**src/shared/pss_pkg.sv**
```systemverilog
// constants and types of the program sequencer and return stack
// assumes one system clock and a synchronous active high reset
// Function
// - four system clocks form one instruction cycle
// - fetch next word while current one executes
// - counter changing instructions take two cycles
// - program counter is thirteen bits wide
// - counter advances by one after each fetch
// - true skip discards prefetched word, dummy cycle
// - low byte write replaces counter bits seven..zero
// - jump, call load address field; return pops
// - reset clears counter to address zero
// - external interrupts vector to 004 and 008
// - timer overflows vector to 00c and 010
// - time base 014, real time clock 018
// - program memory addressed by counter or pointer
// - current page table read uses counter page
// - last page table read uses all ones page
// - table reads take two cycles; high byte read-only
// - sixteen entry stack hidden from software
// - call or acknowledge pushes, return pops
// - reset leaves the return stack empty
// - full stack withholds interrupt acknowledge until pop
// - call on full stack drops oldest entry
package pss_pkg;
  // ----------------------------------------------------------------
  // widths and sizes
  // ----------------------------------------------------------------
  localparam int PC_W        = 13;
  localparam int WORD_W      = 16;
  localparam int STACK_DEPTH = 16;
  localparam int SIDX_W      = 4;
  localparam int IRQ_N       = 6;
  localparam int PHASES      = 4;
  localparam logic [1:0] LAST_PHASE = 2'h3;
  // ----------------------------------------------------------------
  // register offsets and reset values
  // ----------------------------------------------------------------
  localparam logic [7:0] PC_LOW_OFFSET     = 8'h06;
  localparam logic [7:0] TABLE_PTR_OFFSET  = 8'h07;
  localparam logic [7:0] TABLE_HIGH_OFFSET = 8'h08;
  localparam logic [7:0] BYTE_RESET  = 8'h00;
  localparam logic [PC_W-1:0] RESET_VECTOR = 13'h0000;
  localparam logic [4:0] LAST_PAGE  = 5'h1f;
  localparam logic [PC_W-1:0] VECTOR_STEP = 13'h0004;
  // ----------------------------------------------------------------
  // operations reported by the decoder and sequencer states
  // ----------------------------------------------------------------
  typedef enum logic [2:0] {
    PSS_OP_NEXT  = 3'b000,
    PSS_OP_SKIP  = 3'b001,
    PSS_OP_JUMP  = 3'b010,
    PSS_OP_CALL  = 3'b011,
    PSS_OP_RETURN     = 3'b100,
    PSS_OP_RETURN_IRQ = 3'b101,
    PSS_OP_TABC  = 3'b110,
    PSS_OP_TABL  = 3'b111
  } pss_op_type;
  typedef enum logic {
    PSS_RUN   = 1'b0,
    PSS_TABLE = 1'b1
  } pss_state_type;
endpackage

```
**src/shared/pss_stack_if.sv**
```systemverilog
// push and pop signals between sequencer and return stack
// assumes both ends run on the same clock
`timescale 1ns/1ns
interface pss_stack_if;
  import pss_pkg::*;
  logic              push;
  logic              pop;
  logic [PC_W-1:0]   push_addr;
  logic [PC_W-1:0]   pop_addr;
  logic              full;
  logic              empty;
  modport seq   (output push, pop, push_addr, input pop_addr, full, empty);
  modport stack (input push, pop, push_addr, output pop_addr, full, empty);
endinterface

```
**src/verilog/pss_sequencer.sv**
```systemverilog
// program sequencer: phases, fetch pipeline, counter, vectors, table reads
// assumes a program memory answering within the cycle and a decoder that
// reports the executing instruction's operation by the last phase
`timescale 1ns/1ns
module pss_sequencer
  import pss_pkg::*;
(
  input  wire logic              clk,
  input  wire logic              reset,
  output logic [PC_W-1:0]        prog_addr,
  input  wire logic [WORD_W-1:0] prog_data,
  output logic [WORD_W-1:0]      instr_word,
  output logic                   instr_valid,
  input  wire pss_op_type        exec_op,
  input  wire logic [PC_W-1:0]   exec_addr,
  input  wire logic [7:0]        mem_addr,
  input  wire logic              mem_wr,
  input  wire logic [7:0]        mem_wdata,
  output logic [7:0]             mem_rdata,
  input  wire logic [IRQ_N-1:0]  irq_req,
  output logic [IRQ_N-1:0]       irq_ack,
  output logic [7:0]             table_low_byte,
  output logic                   table_low_valid,
  output logic [3:0]             phase,
  output logic                   cycle_end
);
  // ----------------------------------------------------------------
  // state and internal signals
  // ----------------------------------------------------------------
  pss_state_type   state;
  pss_state_type   next_state;
  pss_op_type      op;
  logic [PC_W-1:0] program_counter;
  logic [PC_W-1:0] next_pc;
  logic [7:0]      table_pointer;
  logic [7:0]      table_high_byte;
  logic [PC_W-1:0] table_addr;
  logic [PC_W-1:0] vector;
  logic [IRQ_N-1:0] grant;
  logic            low_write;
  logic            take_irq;
  logic            flush;
  logic            is_table;

  pss_stack_if stk ();

  pss_phase_gen phase_gen (
    .clk       (clk),
    .reset     (reset),
    .phase     (phase),
    .cycle_end (cycle_end)
  );

  pss_return_stack return_stack (
    .clk   (clk),
    .reset (reset),
    .port  (stk.stack)
  );

  // ----------------------------------------------------------------
  // decode of the executing slot
  // ----------------------------------------------------------------
  // a dummy slot behaves as a plain sequential step
  assign op        = instr_valid ? exec_op : PSS_OP_NEXT;
  assign low_write = mem_wr && (mem_addr == PC_LOW_OFFSET);
  assign is_table  = (op == PSS_OP_TABC) || (op == PSS_OP_TABL);

  // lowest vector first among pending requests
  always_comb begin
    grant  = '0;
    vector = RESET_VECTOR;
    for (int i = IRQ_N - 1; i >= 0; i--) begin
      if (irq_req[i]) begin
        grant  = '0;
        grant[i] = 1'b1;
        vector = VECTOR_STEP * PC_W'(i + 1);
      end
    end
  end

  // acknowledge only between plain steps and never onto a full stack
  assign take_irq = (state == PSS_RUN) && (op == PSS_OP_NEXT) && !low_write
                    && (irq_req != '0) && !stk.full;

  // table address: current page or last page
  assign table_addr = (op == PSS_OP_TABL) ? {LAST_PAGE, table_pointer}
                                          : {program_counter[12:8], table_pointer};

  // ----------------------------------------------------------------
  // next counter value at the end of an instruction cycle
  // ----------------------------------------------------------------
  always_comb begin
    next_pc    = program_counter + 1'b1;
    next_state = PSS_RUN;
    flush      = 1'b0;
    if (state == PSS_TABLE) begin
      next_pc = program_counter; // table access cycle fetches nothing
    end else if (low_write) begin
      next_pc = {program_counter[12:8], mem_wdata};
      flush   = 1'b1;
    end else if (take_irq) begin
      next_pc = vector;
      flush   = 1'b1;
    end else begin
      unique case (op)
        PSS_OP_NEXT: begin
          flush = 1'b0;
        end
        PSS_OP_SKIP: begin
          flush = 1'b1;
        end
        PSS_OP_JUMP, PSS_OP_CALL: begin
          next_pc = exec_addr;
          flush   = 1'b1;
        end
        PSS_OP_RETURN, PSS_OP_RETURN_IRQ: begin
          next_pc = stk.pop_addr;
          flush   = 1'b1;
        end
        PSS_OP_TABC, PSS_OP_TABL: begin
          next_state = PSS_TABLE;
        end
      endcase
    end
  end

  // stack requests, one clock wide at the cycle end
  assign stk.push      = cycle_end && (state == PSS_RUN) && !low_write
                         && (take_irq || op == PSS_OP_CALL);
  assign stk.pop       = cycle_end && (state == PSS_RUN) && !low_write && !take_irq
                         && (op == PSS_OP_RETURN || op == PSS_OP_RETURN_IRQ);
  assign stk.push_addr = program_counter; // address of the prefetched word

  // ----------------------------------------------------------------
  // counter, state and memory address
  // ----------------------------------------------------------------
  always_ff @(posedge clk) begin
    if (reset) begin
      program_counter <= RESET_VECTOR;
      state           <= PSS_RUN;
      prog_addr       <= RESET_VECTOR;
    end else if (cycle_end) begin
      program_counter <= next_pc;
      state           <= next_state;
      prog_addr       <= (next_state == PSS_TABLE) ? table_addr : next_pc;
    end
  end

  // ----------------------------------------------------------------
  // fetch stage
  // ----------------------------------------------------------------
  // the word fetched this cycle executes next; a transfer turns it into a dummy
  always_ff @(posedge clk) begin
    if (reset) begin
      instr_word  <= '0;
      instr_valid <= 1'b0;
    end else if (cycle_end && state == PSS_RUN) begin
      instr_word  <= prog_data;
      instr_valid <= !flush;
    end
  end

  // ----------------------------------------------------------------
  // table data and interrupt acknowledge
  // ----------------------------------------------------------------
  always_ff @(posedge clk) begin
    if (reset) begin
      table_high_byte <= BYTE_RESET;
      table_low_byte  <= BYTE_RESET;
      table_low_valid <= 1'b0;
    end else begin
      table_low_valid <= cycle_end && (state == PSS_TABLE);
      if (cycle_end && state == PSS_TABLE) begin
        table_low_byte  <= prog_data[7:0];
        table_high_byte <= prog_data[15:8];
      end
    end
  end

  always_ff @(posedge clk) begin
    if (reset) begin
      irq_ack <= '0;
    end else begin
      irq_ack <= (cycle_end && take_irq) ? grant : '0;
    end
  end

  // ----------------------------------------------------------------
  // data memory mapped registers
  // ----------------------------------------------------------------
  always_ff @(posedge clk) begin
    if (reset) begin
      table_pointer <= BYTE_RESET;
    end else if (cycle_end && mem_wr && mem_addr == TABLE_PTR_OFFSET) begin
      table_pointer <= mem_wdata;
    end
  end

  // read mux; high byte ignores writes
  always_ff @(posedge clk) begin
    if (reset) begin
      mem_rdata <= BYTE_RESET;
    end else begin
      unique case (mem_addr)
        PC_LOW_OFFSET:     mem_rdata <= program_counter[7:0];
        TABLE_PTR_OFFSET:  mem_rdata <= table_pointer;
        TABLE_HIGH_OFFSET: mem_rdata <= table_high_byte;
        default:     mem_rdata <= BYTE_RESET;
      endcase
    end
  end
endmodule

```
**src/verilog/pss_phase_gen.sv**
```systemverilog
// four phase generator of the instruction cycle
// assumes the system clock and synchronous reset of the core
`timescale 1ns/1ns
module pss_phase_gen
  import pss_pkg::*;
(
  input  wire logic       clk,
  input  wire logic       reset,
  output logic [3:0]      phase,
  output logic            cycle_end
);
  logic [1:0] count;

  // ----------------------------------------------------------------
  // phase counter
  // ----------------------------------------------------------------
  always_ff @(posedge clk) begin
    if (reset) begin
      count <= 2'h0;
    end else begin
      count <= count + 2'h1;
    end
  end

  // one-hot non-overlapping phases
  assign phase     = 4'h1 << count;
  assign cycle_end = (count == LAST_PHASE);
endmodule

```
**src/verilog/pss_return_stack.sv**
```systemverilog
// sixteen level return stack, circular so a full push drops the oldest
// assumes push and pop never come in the same clock
`timescale 1ns/1ns
module pss_return_stack
  import pss_pkg::*;
(
  input  wire logic  clk,
  input  wire logic  reset,
  pss_stack_if.stack port
);
  logic [PC_W-1:0]   entry [STACK_DEPTH];
  logic [SIDX_W-1:0] stack_index;
  logic [SIDX_W:0]   depth;

  // ----------------------------------------------------------------
  // storage, hidden from software
  // ----------------------------------------------------------------
  always_ff @(posedge clk) begin
    if (port.push) begin
      entry[stack_index] <= port.push_addr;
    end
  end

  // pointer and fill level; reset means empty
  always_ff @(posedge clk) begin
    if (reset) begin
      stack_index <= '0;
      depth       <= '0;
    end else if (port.push) begin
      stack_index <= stack_index + 1'b1;
      if (!port.full) begin
        depth <= depth + 1'b1;
      end // full push overwrites oldest
    end else if (port.pop && !port.empty) begin
      stack_index <= stack_index - 1'b1;
      depth       <= depth - 1'b1;
    end
  end

  assign port.pop_addr = entry[stack_index - 1'b1];
  assign port.full     = (depth == STACK_DEPTH[SIDX_W:0]);
  assign port.empty    = (depth == '0);
endmodule

```
**config.mk**
```make
export PLATFORM = sky130hd
export DESIGN_NAME = pss_sequencer
export DESIGN_NICKNAME = d
export VERILOG_FILES = /design/src/shared/pss_pkg.sv /design/src/shared/pss_stack_if.sv /design/src/verilog/pss_sequencer.sv /design/src/verilog/pss_phase_gen.sv /design/src/verilog/pss_return_stack.sv
export SDC_FILE = /design/constraint.sdc
export NUM_CORES = 1
export LEC_CHECK = 0
export ABC_AREA = 1
export BUFFER_PORTS_ARGS = -buffer_cell sky130_fd_sc_hd__clkbuf_2
export CAP_MARGIN = 20
export CORE_AREA = 2 2 178 136
export CTS_CLUSTER_SIZE = 16
export DETAILED_ROUTE_END_ITERATION = 12
export DIE_AREA = 0 0 180 138
export PLACE_DENSITY_LB_ADDON = 0.3
export SLEW_MARGIN = 20
export SYNTH_ARGS = -nofsm -noshare
export SYNTH_HDL_FRONTEND = slang
export SYNTH_HIERARCHICAL = 1
export SYNTH_SLANG_ARGS = --single-unit
```
**constraint.sdc**
```tcl
create_clock -name clk -period 4 [get_ports clk]
set_input_delay 0.2 -clock clk [delete_from_list [all_inputs] [get_ports clk]]
set_output_delay 0.2 -clock clk [all_outputs]
set_load 0.02 [all_outputs]
```
==> results.md <==
- Crit-path most repeated cell: inv_1
- Antenna diodes: 0
- CP top delay family: buffers and inverters
- Final period utilization: 0.794
- Initial antenna violation count: 0
- Die width: 180 µm
- MaxCap Viol Count: 0
- CP Data Required Time: 4.45 ns
- CTS tree: done
- Largest net degree at the start of global routing: 96
- H-tree Lvls: 1
- Synth Area per Inst: 9.51 µm²
- Worst path cell trace: inv_1 -> nand2_4 -> inv_1 -> nand2_2 -> a21oi_1 -> buf_4 -> inv_1 -> fa_1 -> nand3_1 -> inv_1 -> nor2_1 -> nand2_1 -> nand2_1 -> nand2_1 -> a21oi_1
- GR Layer Usage met3: 0.0482
- Flop pwr share: 0.511
- R2r endpoint: return_stack/depth[4]$_SDFFE_PP0P_
- FP Rows: 49
- Status: complete, no violations
- Final WL: 34.1 mm
- Routed Antenna Nets: 0
- Cts bufs inserted: 28
- Routed len/inst: 18.2 µm
- Via Count: 10.7k
- DRC: 0
- Final setup fails: 0
- Slowest-stage cell, CP: fa_1
- Bufs on Longest Clock Path: 3
- Core Area: 23400 µm²
- Critical Path Sink Type: flip-flop
- Area Overhead vs Synth: 14.7%
- Total power divided by cell area: 432 nW/µm²
- Switching share of power: 0.244
- VDD IR max: 291 µV
- GRT met2 Usage: 0.414
- Minimum hold slack: 0.137 ns
- Min-Delay Startpoint: exec_addr[10]
- Worst stage delay on the critical path: 0.50 ns
- Post-cts sizing count: 0
- Initial Utilization: 0.574
- Clock transition at the registers of the reported paths: 0.07 ns
- RD Place Congestion: 0.899
- Gr busiest metal: met2
- Total Die Area: 24800 µm²
- Hold path depth: 5
- Die Y: 138 µm
- CP Class: reg2reg
- Final Cell Area: 15400 µm²
- # clock sinks: 302
- Final Max Slew Viols: 0
- Cell count after synthesis: 1411
- Share of layout cells above drive strength 1: 0.149
- Mapped Nets: 1482
- Critical R2R Launch: state$_SDFFE_PP0P_
- Initial drt markers: 1222
- Fraction of power consumed by combinational cells: 0.101
- First-pass GRT wire length: 54.3 mm
- Post-DP HPWL: 21.5 mm
- Gr usage total: 0.270
- Post-Syn Area: 13400 µm²
- Flop2flop setup slack: 0.83 ns
- Worst Reg2Reg Path Length in Cells: 15
- Worst-margin pin slew: 1.03 ns
- Clock share of power: 0.388
- Max transition margin: 0.310
- Pleak: 6.25 nW
- Pint: 5.03 mW
- TNS Setup: 0 ns
- Number of vias per cell: 5.73
- Root buf cell: clkbuf_16
- Placed Area: 14200 µm²
- Layout Nets: 1616
- Clk_skew: 0.0100 ns
- Critical Path AT: 3.63 ns
- Worst setup SP type: flip-flop
- Unrepaired setup endpoints after global routing: false
- Crit-path max FO: 14
- Post-CTS Setup Bufs: 0
- Switching power: 1.62 mW
- F_max: 315 MHz
- Final count of hold timing violations: 0
- IO Count: 115
- Total gr overflow: 0
- Number of global-route vias before repair: 10.2k
- Met1 GRT Util: 0.397
- Buffers on Ports: 114
- Drt pass-1 iters: 6
- Hold Crit Class: in2reg
- WP buf/inv: 5
- Final Critical Period: 3.17 ns
- Hold buffers post-CTS: 31
- Yosys warnings: 6
- Hold Crit Endpoint: program_counter[10]$_SDFFE_PP0P_
- Worst-Skew Late Latency: 0.54 ns
==> sequential cells by signal, summed over array words and instances (netlist names) <==
register and count:
instr_valid 1, instr_word 16, irq_ack 6, mem_rdata 8, phase_gen/count 2, prog_addr 13
program_counter 13, return_stack/depth 5, return_stack/entry 208, return_stack/stack_index 4, state 1, table_high_byte 8
table_low_byte 8, table_low_valid 1, table_pointer 8
==> per-stage QoR <==
step / setup WS [ns] / total power, mW / instances / utilization
after floorplan: 1.36 / 3.91 / 1411 / -
after global placement: 0.967 / 4.09 / 1790 / 0.608
after detailed placement: 0.901 / 4.11 / 1790 / 0.608
after CTS: 0.881 / 6.67 / 1872 / 0.659
after global routing: 0.573 / 6.87 / 1872 / 0.659
final: 0.825 / 6.65 / 1872 / 0.659
==> cell type report <==
| cell class | count | area (µm²) |
|---|---|---|
| well taps | 306 | 383 |
| repair buffers | 172 | 1080 |
| clock inverters | 8 | 63.8 |
| inverters | 104 | 403 |
| fillers | 1844 | 7960 |
| multi-input cells | 937 | 4520 |
| flip-flops and latches | 302 | 8130 |
| clock buffers | 43 | 815 |
==> power by group through the flow <==
| stage | clock [mW] | sequential, mW | combinational (mW) |
|---|---|---|---|
| after floorplan | 0 | 3.46 | 0.452 |
| after global placement | 0 | 3.46 | 0.628 |
| after detailed placement | 0 | 3.47 | 0.641 |
| after CTS | 2.61 | 3.40 | 0.667 |
| after global routing | 2.73 | 3.40 | 0.739 |
| final | 2.58 | 3.40 | 0.675 |
==> worst max-delay path by stage <==
stage / cells after the start / start / endpoint
floorplan: 8 / phase_gen/count[0]$_SDFF_PP0_ / return_stack/entry[0][0]$_DFFE_PP_
global placement: 16 / return_stack/stack_index[0]$_SDFFE_PP0P_ / prog_addr[11]$_SDFFE_PP0P_
detailed placement: 16 / return_stack/stack_index[0]$_SDFFE_PP0P_ / prog_addr[11]$_SDFFE_PP0P_
CTS: 16 / return_stack/stack_index[0]$_SDFFE_PP0P_ / prog_addr[11]$_SDFFE_PP0P_
global route: 16 / return_stack/stack_index[0]$_SDFFE_PP0P_ / prog_addr[11]$_SDFFE_PP0P_
finish: 15 / state$_SDFFE_PP0P_ / return_stack/depth[4]$_SDFFE_PP0P_
==> cells in the final DEF (no fill, tap or decap), types with 27 or more instances in the layout <==
cell / instances
dfxtp_1: 93
clkbuf_16: 29
edfxtp_1: 208
nand3_1: 118
nor2_1: 320
inv_1: 96
nand2_1: 185
dlygate4sd3_1: 31
buf_4: 27
a21oi_1: 37
o21ai_0: 142
clkbuf_2: 119
==> metal layers <==
layer	share of wire	wire length, µm
met1	0.44	14900
met2	0.45	15200
met3	0.092	3130
met4	0.026	877
met5	0	0
==> worst min-delay path: stages <==
cell and delay [ns]:
clkbuf_2 0.09, nand2_1 0.06, nand3_1 0.08, nand3_1 0.11
o32ai_1 0.07
Power figures use the tool's default switching activity.
